===== config.mk =====
export PLATFORM = sky130hd
export DESIGN_NAME = ssm_safing_ctrl
export DESIGN_NICKNAME = d
export VERILOG_FILES = /design/src/logic/ssm_pkg.sv /design/src/logic/ssm_safing_ctrl.sv
export VERILOG_INCLUDE_DIRS = /design/src /design/src/logic
export SDC_FILE = /design/constraint.sdc
export NUM_CORES = 1
export LEC_CHECK = 0
export ABC_AREA = 1
export BUFFER_PORTS_ARGS = -buffer_cell sky130_fd_sc_hd__buf_4
export CAP_MARGIN = 10
export CELL_PAD_IN_SITES_DETAIL_PLACEMENT = 1
export CELL_PAD_IN_SITES_GLOBAL_PLACEMENT = 2
export CORE_MARGIN = 2
export CORE_UTILIZATION = 33
export DETAILED_ROUTE_END_ITERATION = 10
export PLACE_DENSITY = 0.79
export SKIP_LAST_GASP = 1
export SLEW_MARGIN = 20
export SYNTH_ARGS = -nofsm -noshare
export SYNTH_HDL_FRONTEND = slang
export SYNTH_SLANG_ARGS = --single-unit

===== constraint.sdc =====
create_clock -name ref_clk -period 3.08 [get_ports ref_clk]
set_input_delay 0.154 -clock ref_clk [delete_from_list [all_inputs] [get_ports ref_clk]]
set_output_delay 0.154 -clock ref_clk [all_outputs]
set_load 0.02 [all_outputs]

===== src/logic/ssm_cfg.svh =====
// Purpose: Constants for the safing controller
// Assumes: 250 MHz ref_clk
// Notes: Times in their own units; cycle counts derived
`ifndef SSM_CFG_SVH
`define SSM_CFG_SVH
`define SSM_CLK_MHZ 250
`define SSM_DWELL_SHORT_MS 255
`define SSM_DWELL_LONG_MS 2000
`define SSM_SCRAP_TMO_US 600
`define SSM_SEQ_RESET 4'hf
`define SSM_SEQ_LAST 4'he
`define SSM_CNT_ZERO 4'h0
`define SSM_KEY_MASK 8'h55
`define SSM_HITS_NEEDED 2'h3
`define SSM_TH_DEFAULT 8'h0d
`define SSM_TH_MSB 7
`define SSM_MODE_SAFING 2'h1
`define SSM_MODE_SCRAP 2'h2
`endif


===== src/logic/ssm_pkg.sv =====
// Purpose: Types for the safing controller
// Assumes: Nothing
// Notes: Constants live in ssm_cfg.svh
`default_nettype none
package ssm_pkg;
  typedef enum logic [2:0] {
    SSM_STARTUP,
    SSM_DIAG,
    SSM_SAFING,
    SSM_SCRAP,
    SSM_ARMING
  } ssm_mode_t;
endpackage
`default_nettype wire


===== src/logic/ssm_safing_ctrl.sv =====
// Purpose: Independent safing state machine with threshold compare and arming
// Assumes: Host decodes SPI frames; responses arrive as one-cycle strobes
// Notes: Sync and qualifier pins pass three flip-flops
`timescale 1ns/10ps
`default_nettype none
`include "ssm_cfg.svh"

module ssm_safing_ctrl #(
  parameter int unsigned DWELL_SHORT_CYC = `SSM_DWELL_SHORT_MS * 1000 * `SSM_CLK_MHZ,
  parameter int unsigned DWELL_LONG_CYC = `SSM_DWELL_LONG_MS * 1000 * `SSM_CLK_MHZ,
  parameter int unsigned SCRAP_TMO_CYC = `SSM_SCRAP_TMO_US * `SSM_CLK_MHZ,
  parameter int unsigned NUM_SENSORS = 16
) (
  input wire logic ref_clk,
  input wire logic rst_b,
  input wire logic sync_pin,
  input wire logic arming_qualifier_signal,
  input wire logic wdog_ok,
  input wire logic th_wr,
  input wire logic [2:0] th_idx,
  input wire logic [7:0] th_data,
  input wire logic mode_control_command,
  input wire logic [1:0] mode_request_field,
  input wire logic diag_level,
  input wire logic resp_valid,
  input wire logic [3:0] sequence_id_field,
  input wire logic resp_data_ok,
  input wire logic [3:0] resp_sensor,
  input wire logic [7:0] resp_sample,
  input wire logic seed_rd,
  input wire logic key_wr,
  input wire logic [7:0] key_data,
  output logic arming_output_high,
  output logic arming_output_low,
  output logic [2:0] mode_out,
  output logic seq_error,
  output logic [3:0] valid_cnt,
  output logic [7:0] seed_out,
  output logic [7:0] th_rd_data
);

  // ----------------------------------------
  // Helpers
  // ----------------------------------------
  function automatic logic [2:0] th_sel(input logic [3:0] id);
    th_sel = id[3:1];
  endfunction

  function automatic logic [7:0] key_of(input logic [7:0] s);
    key_of = s ^ `SSM_KEY_MASK;
  endfunction

  // Stages two and three agree: the pin level has settled
  function automatic logic stages_agree(input logic [2:0] sr);
    stages_agree = (sr[1] == sr[2]);
  endfunction

  // ----------------------------------------
  // Pin synchronisers
  // ----------------------------------------
  logic [2:0] sync_sr_q;
  logic [2:0] qual_sr_q;
  logic sync_lvl_q;
  logic qual_ok_q;
  logic sync_rise;

  // Reset level equals the idle pin level, so no false edge follows reset
  always_ff @(posedge ref_clk or negedge rst_b) begin
    if (!rst_b) begin
      sync_sr_q <= 3'h0;
      qual_sr_q <= 3'h0;
    end else begin
      sync_sr_q <= {sync_sr_q[1:0], sync_pin};
      qual_sr_q <= {qual_sr_q[1:0], arming_qualifier_signal};
    end
  end

  // A change counts once stages two and three agree
  always_ff @(posedge ref_clk or negedge rst_b) begin
    if (!rst_b) begin
      sync_lvl_q <= 1'b0;
      qual_ok_q <= 1'b0;
    end else begin
      if (stages_agree(sync_sr_q)) sync_lvl_q <= sync_sr_q[2];
      if (stages_agree(qual_sr_q)) qual_ok_q <= qual_sr_q[2];
    end
  end

  assign sync_rise = stages_agree(sync_sr_q) && sync_sr_q[2] && !sync_lvl_q;

  // ----------------------------------------
  // Mode state machine
  // ----------------------------------------
  ssm_pkg::ssm_mode_t mode_q;
  logic tmo_hit;
  logic key_match;
  logic [7:0] seed_frz_q;

  assign key_match = (key_data == key_of(seed_frz_q));

  always_ff @(posedge ref_clk or negedge rst_b) begin
    if (!rst_b) begin
      mode_q <= ssm_pkg::SSM_STARTUP;
    end else begin
      unique case (mode_q)
        ssm_pkg::SSM_STARTUP: begin
          if (wdog_ok) mode_q <= ssm_pkg::SSM_DIAG;
        end
        ssm_pkg::SSM_DIAG: begin
          if (mode_control_command && mode_request_field == `SSM_MODE_SAFING) begin
            mode_q <= ssm_pkg::SSM_SAFING;
          end else if (mode_control_command && mode_request_field == `SSM_MODE_SCRAP) begin
            mode_q <= ssm_pkg::SSM_SCRAP;
          end
        end
        ssm_pkg::SSM_SAFING: begin
          // No exit branch: only reset leaves safing
          mode_q <= ssm_pkg::SSM_SAFING;
        end
        ssm_pkg::SSM_SCRAP: begin
          if (key_wr && key_match && qual_ok_q) mode_q <= ssm_pkg::SSM_ARMING;
        end
        ssm_pkg::SSM_ARMING: begin
          if ((key_wr && !key_match) || tmo_hit || !qual_ok_q) begin
            mode_q <= ssm_pkg::SSM_SCRAP;
          end
        end
      endcase
    end
  end

  // ----------------------------------------
  // Seed, key and scrap timeout
  // ----------------------------------------
  logic [7:0] seed_cnt_q;
  logic [$clog2(SCRAP_TMO_CYC + 1)-1:0] tmo_q;

  always_ff @(posedge ref_clk or negedge rst_b) begin
    if (!rst_b) seed_cnt_q <= 8'h00;
    else seed_cnt_q <= seed_cnt_q + 8'h01;
  end

  // Freeze the registered value the host saw, not the counter one tick ahead
  always_ff @(posedge ref_clk or negedge rst_b) begin
    if (!rst_b) seed_frz_q <= 8'h00;
    else if (seed_rd) seed_frz_q <= seed_out;
  end

  assign tmo_hit = (tmo_q == '0);

  // Refresh reloads; host must refresh before it runs out
  // Held full through scrap, so arming opens with a whole window
  always_ff @(posedge ref_clk or negedge rst_b) begin
    if (!rst_b) begin
      tmo_q <= '0;
    end else if (mode_q == ssm_pkg::SSM_SCRAP || (key_wr && key_match)) begin
      tmo_q <= ($bits(tmo_q))'(SCRAP_TMO_CYC);
    end else if (!tmo_hit) begin
      tmo_q <= tmo_q - 1'b1;
    end
  end

  // ----------------------------------------
  // Thresholds
  // ----------------------------------------
  logic [7:0] th_q [8];
  // Bank locks once start-up is left; only reset reopens it

  always_ff @(posedge ref_clk or negedge rst_b) begin
    if (!rst_b) begin
      for (int i = 0; i < 8; i++) th_q[i] <= `SSM_TH_DEFAULT;
    end else if (th_wr && mode_q == ssm_pkg::SSM_STARTUP) begin
      th_q[th_idx] <= th_data;
    end
  end

  // ----------------------------------------
  // Sequence and valid data counters
  // ----------------------------------------
  logic [3:0] seq_q;
  logic [3:0] seq_next;
  logic sens_msg;
  logic seq_err_q;
  logic monitor_on;

  // Sampling only in safing; scrap and start-up ignore the sensor traffic
  assign monitor_on = (mode_q == ssm_pkg::SSM_SAFING);
  assign seq_next = seq_q + 4'h1;
  assign sens_msg = resp_valid && monitor_on && (seq_q != `SSM_SEQ_LAST);

  // Freezing at 1110 keeps late responses out of the counters and the threshold compare
  always_ff @(posedge ref_clk or negedge rst_b) begin
    if (!rst_b) seq_q <= `SSM_SEQ_RESET;
    else if (sync_rise) seq_q <= `SSM_SEQ_RESET;
    else if (sens_msg) seq_q <= seq_next;
  end

  logic id_ok;
  assign id_ok = (sequence_id_field == seq_next);

  // Flag stays until next sync; a set in the sync cycle wins over the clear
  always_ff @(posedge ref_clk or negedge rst_b) begin
    if (!rst_b) seq_err_q <= 1'b0;
    else if (sens_msg && !id_ok) seq_err_q <= 1'b1;
    else if (sync_rise) seq_err_q <= 1'b0;
  end

  logic dat_valid;
  logic [3:0] vcnt_q;
  assign dat_valid = sens_msg && resp_data_ok && !seq_err_q && id_ok;

  always_ff @(posedge ref_clk or negedge rst_b) begin
    if (!rst_b) vcnt_q <= `SSM_CNT_ZERO;
    else if (sync_rise) vcnt_q <= `SSM_CNT_ZERO;
    else if (dat_valid) vcnt_q <= vcnt_q + 4'h1;
  end

  // ----------------------------------------
  // Threshold compare and safing signal
  // ----------------------------------------
  logic [1:0] hits_q [NUM_SENSORS];
  logic [7:0] cur_th;
  logic over;
  logic safing_q;
  logic long_q;

  // Compare uses the seven level bits; the top bit only picks the dwell
  assign cur_th = th_q[th_sel(seq_next)];
  assign over = resp_sample > {1'b0, cur_th[`SSM_TH_MSB-1:0]};

  // Consecutive count per sensor; any below-threshold sample restarts it
  always_ff @(posedge ref_clk or negedge rst_b) begin
    if (!rst_b) begin
      for (int i = 0; i < NUM_SENSORS; i++) hits_q[i] <= 2'h0;
    end else if (dat_valid) begin
      if (!over) hits_q[resp_sensor] <= 2'h0;
      else if (hits_q[resp_sensor] != `SSM_HITS_NEEDED) hits_q[resp_sensor] <= hits_q[resp_sensor] + 2'h1;
    end
  end

  always_ff @(posedge ref_clk or negedge rst_b) begin
    if (!rst_b) begin
      safing_q <= 1'b0;
      long_q <= 1'b0;
    end else if (dat_valid && over && hits_q[resp_sensor] == `SSM_HITS_NEEDED - 2'h1) begin
      safing_q <= 1'b1;
      long_q <= cur_th[`SSM_TH_MSB];
    end else if (sync_rise || !monitor_on) begin
      safing_q <= 1'b0;
    end
  end

  // ----------------------------------------
  // Dwell extension
  // ----------------------------------------
  // Reloads while safing stands; runs down only once it drops
  logic [$clog2(DWELL_LONG_CYC + 1)-1:0] dwell_q;

  always_ff @(posedge ref_clk or negedge rst_b) begin
    if (!rst_b) dwell_q <= '0;
    else if (!monitor_on) dwell_q <= '0;
    else if (safing_q) dwell_q <= long_q ? ($bits(dwell_q))'(DWELL_LONG_CYC) :
                                           ($bits(dwell_q))'(DWELL_SHORT_CYC);
    else if (dwell_q != '0) dwell_q <= dwell_q - 1'b1;
  end

  // ----------------------------------------
  // Outputs
  // ----------------------------------------
  logic arm_d;
  always_comb begin
    unique case (mode_q)
      ssm_pkg::SSM_SAFING: arm_d = safing_q || (dwell_q != '0);
      ssm_pkg::SSM_ARMING: arm_d = 1'b1;
      default: arm_d = 1'b0;
    endcase
  end

  // Diagnostic ties both pins to one level, so both can never be active
  always_ff @(posedge ref_clk or negedge rst_b) begin
    if (!rst_b) begin
      arming_output_high <= 1'b0;
      arming_output_low <= 1'b1;
    end else if (mode_q == ssm_pkg::SSM_DIAG) begin
      arming_output_high <= diag_level;
      arming_output_low <= diag_level;
    end else begin
      arming_output_high <= arm_d;
      arming_output_low <= !arm_d;
    end
  end

  always_ff @(posedge ref_clk or negedge rst_b) begin
    if (!rst_b) mode_out <= 3'h0;
    else mode_out <= mode_q;
  end

  always_ff @(posedge ref_clk or negedge rst_b) begin
    if (!rst_b) seq_error <= 1'b0;
    else seq_error <= seq_err_q;
  end

  always_ff @(posedge ref_clk or negedge rst_b) begin
    if (!rst_b) valid_cnt <= `SSM_CNT_ZERO;
    else valid_cnt <= vcnt_q;
  end

  always_ff @(posedge ref_clk or negedge rst_b) begin
    if (!rst_b) seed_out <= 8'h00;
    else seed_out <= seed_cnt_q;
  end

  always_ff @(posedge ref_clk or negedge rst_b) begin
    if (!rst_b) th_rd_data <= `SSM_TH_DEFAULT;
    else th_rd_data <= th_q[th_idx];
  end

endmodule // ssm_safing_ctrl
`default_nettype wire


=== Word level (Yosys, flattened, before mapping) ===
Cells that the tools add are included.

* Bitwise gates (word level): 6
* $add $sub $neg: 6
* Magnitude comparators: 6
* Mux-type cells: 40
* Reduce and logical (&&, ||, !) cells: 39
* Equality and inequality tests: 20

{| class="wikitable"
|+ Operator list
! operator !! number
|-
| 29-bit two-way mux || 4
|-
| 64-bit bitwise mux || 1
|-
| 32-bit two-way mux || 2
|-
| 8-bit binary-select mux with 3-bit select || 2
|-
| 8-bit two-way mux || 5
|-
| 18-bit two-way mux || 2
|-
| 32-bit AND || 1
|-
| 32-bit bitwise mux || 1
|-
| 32-bit NOT || 1
|-
| 29-bit nonzero test || 1
|-
| 29-bit by 1-bit subtractor with 29-bit output (second input constant) || 1
|-
| 8-bit demux with 3-bit select || 1
|-
| 1-bit logical AND || 18
|-
| 18-bit zero test || 1
|-
| 18-bit by 1-bit subtractor with 18-bit output (second input constant) || 1
|-
| 4-bit two-way mux || 4
|-
| 3-bit two-way mux || 5
|-
| 3-bit case mux with 5 select lines || 1
|-
| 4-bit by 1-bit adder with 4-bit output (second input constant) || 2
|-
| 8-bit by 1-bit adder with 8-bit output (second input constant) || 1
|-
| 2-bit binary-select mux with 4-bit select || 1
|-
| 2-bit demux with 4-bit select || 1
|-
| 8-bit == test || 1
|-
| 4-bit greater-or-equal comparator (second input constant) || 2
|-
| other kinds (29) || 57
|}

* Bits in registers: 207
* Output and inout port bits: 26
* Bits of input ports: 49
* Logic and storage cells: 162

=== Logic depth before layout (Yosys ltp) ===
* Depth in word-level cells: 9
* Gate-level depth with buffers: 22
* Mapped depth without buffers: 19

=== Worst setup path before layout ===
OpenSTA, ideal clock, no wires.

* Path kind: register to register
* Start: register seq_q[0]
* End: register hits_q[23] (netlist bit)
* Required time: 2.964 ns
* Cell stages (with the launch flop): 19
* Path buffers: 3
* Setup slack: -0.316 ns
* Library setup time: 0.116 ns
* Period minus slack after synthesis: 3.396 ns
* Arrival: 3.280 ns
* Cells stage by stage: dfstp_2 -> inv_1 -> ha_1 -> clkbuf_1 -> inv_1 -> clkbuf_1 -> nor2_1 -> o311ai_0 -> o21ai_0 -> ha_1 -> nand2_1 -> nand2_1 -> a31oi_1 -> nand2_2 -> nand3_4 -> buf_12 -> nand3_4 -> nand2_1 -> nand2_1

* Longest elaborated chain between the ends: 8
* Elaborated cells on any way between the ends: 15
* Classes of those cells: add/sub: 1; order compare: 1; eq/ne: 3; mux: 4; bitwise: 1; reduce/logical: 5

{| class="wikitable"
|+ Ends and longest elaborated chain
! item !! RTL line !! source
|-
| start, declared || ssm_safing_ctrl.sv:180 || <nowiki>logic [3:0] seq_q;</nowiki>
|-
| start signal, assigned || ssm_safing_ctrl.sv:193 || <nowiki>if (!rst_b) seq_q <= `SSM_SEQ_RESET;</nowiki>
|-
| start signal, assigned || ssm_safing_ctrl.sv:194 || <nowiki>else if (sync_rise) seq_q <= `SSM_SEQ_RESET;</nowiki>
|-
| start signal, assigned || ssm_safing_ctrl.sv:195 || <nowiki>else if (sens_msg) seq_q <= seq_next;</nowiki>
|-
| 4-bit by 1-bit adder with 4-bit output || ssm_safing_ctrl.sv:188 || <nowiki>assign seq_next = seq_q + 4'h1;</nowiki>
|-
| 3-bit NOT with 4-bit output (not written as such) || ssm_safing_ctrl.sv:228 || <nowiki>assign cur_th = th_q[th_sel(seq_next)];</nowiki>
|-
| 8-bit binary-select mux with 3-bit select || ssm_safing_ctrl.sv:228 ||
|-
| 8-bit two-way mux (not written as such) (2 in a row) || ssm_safing_ctrl.sv:228 ||
|-
| 8-bit by 7-bit > comparator with 1-bit output || ssm_safing_ctrl.sv:229 || <nowiki>assign over = resp_sample > {1'b0, cur_th[`SSM_TH_MSB-1:0]};</nowiki>
|-
| 2-bit by 1-bit inequality test with 1-bit output (no line) || - ||
|-
| 2-bit AND reduction (no line) || - ||
|-
| end signal, assigned by index || ssm_safing_ctrl.sv:236 || <nowiki>if (!over) hits_q[resp_sensor] <= 2'h0;</nowiki>
|-
| end, declared || ssm_safing_ctrl.sv:221 || <nowiki>logic [1:0] hits_q [NUM_SENSORS];</nowiki>
|}

Parallel ways exist; a longest one is shown, timed or not. The select of a mux whose other input is x is not followed.
A chain may end at the register's enable or synchronous reset.

=== Final worst setup path ===
* Start: register seq_q[0]
* End: register long_q

* Longest elaborated chain between the ends: 8
* Elaborated cells on any way between the ends: 14
* Classes of those cells: add/sub: 1; order compare: 1; eq/ne: 2; mux: 3; bitwise: 1; reduce/logical: 6

{| class="wikitable"
|+ Ends and longest elaborated chain
! item !! RTL line !! source
|-
| 4-bit by 1-bit adder with 4-bit output || ssm_safing_ctrl.sv:188 ||
|-
| 3-bit NOT with 4-bit output (not written as such) || ssm_safing_ctrl.sv:228 ||
|-
| 8-bit binary-select mux with 3-bit select || ssm_safing_ctrl.sv:228 ||
|-
| 8-bit two-way mux (not written as such) (2 in a row) || ssm_safing_ctrl.sv:228 ||
|-
| 8-bit by 7-bit > comparator with 1-bit output || ssm_safing_ctrl.sv:229 ||
|-
| 1-bit logical AND (2 in a row) || ssm_safing_ctrl.sv:245 || <nowiki>end else if (dat_valid && over && hits_q[resp_sensor] == `SSM_HITS_NEEDED - 2'h1) begin</nowiki>
|-
| end signal, assigned || ssm_safing_ctrl.sv:247 || <nowiki>long_q <= cur_th[`SSM_TH_MSB];</nowiki>
|-
| end, declared || ssm_safing_ctrl.sv:225 || <nowiki>logic long_q;</nowiki>
|}

Parallel ways exist; a longest one is shown, timed or not. The select of a mux whose other input is x is not followed.

==> metrics.txt <==
type of origin of the critical path=flip-flop; utilization after layout=0.424; violated checks=setup timing; Max-cap violations=0; R2R Path Start=seq_q[0]; crit-path cells=inv_2 -> ha_4 -> buf_4 -> buf_8 -> buf_12 -> nor2_2 -> o311ai_2 -> o21ai_1 -> ha_1 -> inv_2 -> nor2_2 -> nand2_2 -> buf_6 -> a21oi_4 -> buf_12 -> buf_8 -> nand3_4 -> nand2_1 -> o21ai_1; Fin. Hold Viols=0; Reg area=5220 um2; crit path buf inv count=8; post-place setup slack=-0.251 ns; share of the synthesized area in the top cell type=0.380; CP arrival=3.68 ns; CTS tree=yes; fmax=0.307 GHz; synth warn=0; HP Class=input port to flip-flop; clk_skew=0.0114 ns; Total Power=14.6 mW; layout net count=1667; ANT cells=0; crit-path max FO=5; DIE HEIGHT=191 um; post-synthesis sequential area ratio=0.453; critical path type=flip-flop to flip-flop; most frequent cells in the layout=nand2_1 (391), dfrtp_1 (175), inv_1 (159); Hold Startpoint=th_idx[1]; Rows=68; Net Count, Synth=1522; Antenna Nets Post-Route=0; IO Port Bufs=74; commonest non-fill, non-tap cell in the layout=nand2_1; routed vias/inst=4.92; vias in the first global route=11000; initial drt markers=449; Initial Util=0.335; GP Congestion=0.822; Sink Count=207; DRC errors left=0; final setup margin=-0.179 ns; Area contributors post-synth=dfrtp_1 (38%), nand2_1 (13%), dfstp_2 (7.3%); worst hold slack=0.0261 ns; first-pass GRT wire length=58000 um; placed cell count=1990; DIE AREA=36500 um2; Critical Path RT=3.50 ns; Pleak=7.22 nW; Slew Limit Headroom=0.479; pin count of the biggest net entering global routing=93; Tightest Pin Transition=0.781 ns; status=finished, violations left; Most used DFF post-synth=dfrtp_1; post-synthesis async set-or-reset flop share=1.00; Layout Cells excl Fill=2076; Synth Instances=1457; Area Overhead vs Synth=26.7%; drt first pass iters=5; Pins Over Slew Limit=0; grt total ovfl=0; total CTS buffers=26; drt wl/cell=16.8 um; initial antenna violation count=0; Layout fillers=4163; worst hold path endpoint=th_rd_data[0]; Top Ports=75; reg2reg setup slack=-0.18 ns; Fin Setup TNS=-5.42 ns; post-synth cell types=53; VDD IR max=0.000449 V; cells on worst reg2reg path=19; cell taking the most area after synthesis=dfrtp_1; CTS max path bufs=3; Root Buffer=clkbuf_16; total track usage=0.197; Clock Latency Late Sink=0.54 ns; hold path depth=4; slowest stage delay, CP=0.57 ns; HPWL after DPL=24900 um; layout cells sized above 1=0.214; CP max stage cell=dfstp_2; die width=191 um; placed standard-cell area=13000 um2; Final Cell Area=14600 um2; RSZ-0062 raised after global routing=true; clk slew on worst S/H paths=0.06 ns; Power Dens Cells=1000 nW/um2; r2r endpoint=long_q; CORE AREA=34500 um2; total number of vias=10200; Largest delay share family, worst path=buffers and inverters; Final min period=3.26 ns; final period utilization=1.06; kind of end point of the critical path=flip-flop; syn avg cell area=7.92 um2; multi-input logic area=5620 um2; H-tree levels=1; final setup fails=34; Mapped Area=11500 um2; Synth Register Bits=207; EDFF count, synth=0; WL final=34800 um
## final cells by class
class                      count  share of cell area
clock buffer                  36              0.0492
clock inverter                11              0.0134
inverter                     188              0.0488
multi-input combinational   1026               0.385
sequential                   207               0.357
tap                          455              0.0390
timing repair buffer         153               0.107
## flip-flops by register name, summed over array words and instances (netlist names), 3 cells and up
signal      flops
qual_sr_q       3
seed_out        8
seed_frz_q      8
seq_q           4
tmo_q          18
mode_out        3
dwell_q        29
th_q           64
mode_q          3
th_rd_data      8
valid_cnt       4
vcnt_q          4
hits_q         32
sync_sr_q       3
seed_cnt_q      8
## worst max path at each step
stage / slack [ns] / cells past startpoint / end / from
after floorplan: 0.01 / 18 / hits_q[23] / seq_q[0]
after global placement: -0.20 / 20 / long_q / seq_q[0]
after detailed placement: -0.25 / 20 / long_q / seq_q[0]
after CTS: -0.12 / 23 / hits_q[13] / seq_q[0]
after global routing: -0.39 / 22 / hits_q[23] / seq_q[0]
final: -0.18 / 19 / long_q / seq_q[0]
## worst register-to-register path, cell delays in order (launching register included)
cell and delay, ns:
dfstp_2 0.57, inv_2 0.06, ha_4 0.29, buf_4 0.12, buf_8 0.12, buf_12 0.12, nor2_2 0.05, o311ai_2 0.28
o21ai_1 0.12, ha_1 0.38, inv_2 0.08, nor2_2 0.10, nand2_2 0.08, buf_6 0.12, a21oi_4 0.13, buf_12 0.16
buf_8 0.14, nand3_4 0.10, nand2_1 0.10, o21ai_1 0.05
## kinds of logic (layout without fill, tap and decap cells)
| family | count (synthesis) | after routing | synth area share |
|---|---|---|---|
| AND/OR/NAND/NOR | 754 | 754 | 0.302 |
| buffers and inverters | 224 | 388 | 0.0786 |
| flip-flops | 207 | 207 | 0.453 |
| AO/OA/AOI/OAI | 201 | 201 | 0.102 |
| XOR/XNOR | 29 | 29 | 0.0220 |
| multiplexers | 25 | 25 | 0.0243 |
| adder cells (fa/ha/maj) | 17 | 17 | 0.0182 |
## layer usage
| metal | part of all wire | routed length [um] | track usage |
|---|---|---|---|
| met1 | 0.46 | 16100 | 0.258 |
| met2 | 0.49 | 17000 | 0.348 |
| met3 | 0.028 | 960 | 0.0206 |
| met4 | 0.023 | 791 | 0.0483 |
| met5 | 0 | 0 | 0 |
## what timing repair did
action / 4_1_cts / 5_1_grt
endpoints found under the hold margin: 147 / 0
gates cloned: 6 / 2
endpoints found under the setup margin: 34 / 34
gates resized for setup: 59 / 22
setup buffers: 12 / 9
pin swaps: 21 / 28
hold buffers: 13 / 0
## where the power goes
part	internal (mW)	leakage, nW	switching (mW)	total, mW
Sequential	3.53	2.56	0.458	3.99
Combinational	3.25	4.22	4.11	7.35
Clock	2.05	0.440	1.23	3.27
## synth_stat cells, types with 11 or more instances
master and number:
nand2_1 396, dfrtp_1 175, inv_1 164, nor2_1 147, nand3_1 124, o21ai_0 98
a21oi_1 32, dfstp_2 32, mux2_2 24, xor2_1 20, clkbuf_1 19, inv_2 19
nand3_4 17, ha_1 16, o211ai_1 16, nand4_1 15, a22oi_1 12, buf_2 11
nand3_2 11, nor3_1 11, o22ai_1 11
(Power assumes the default switching activity.)
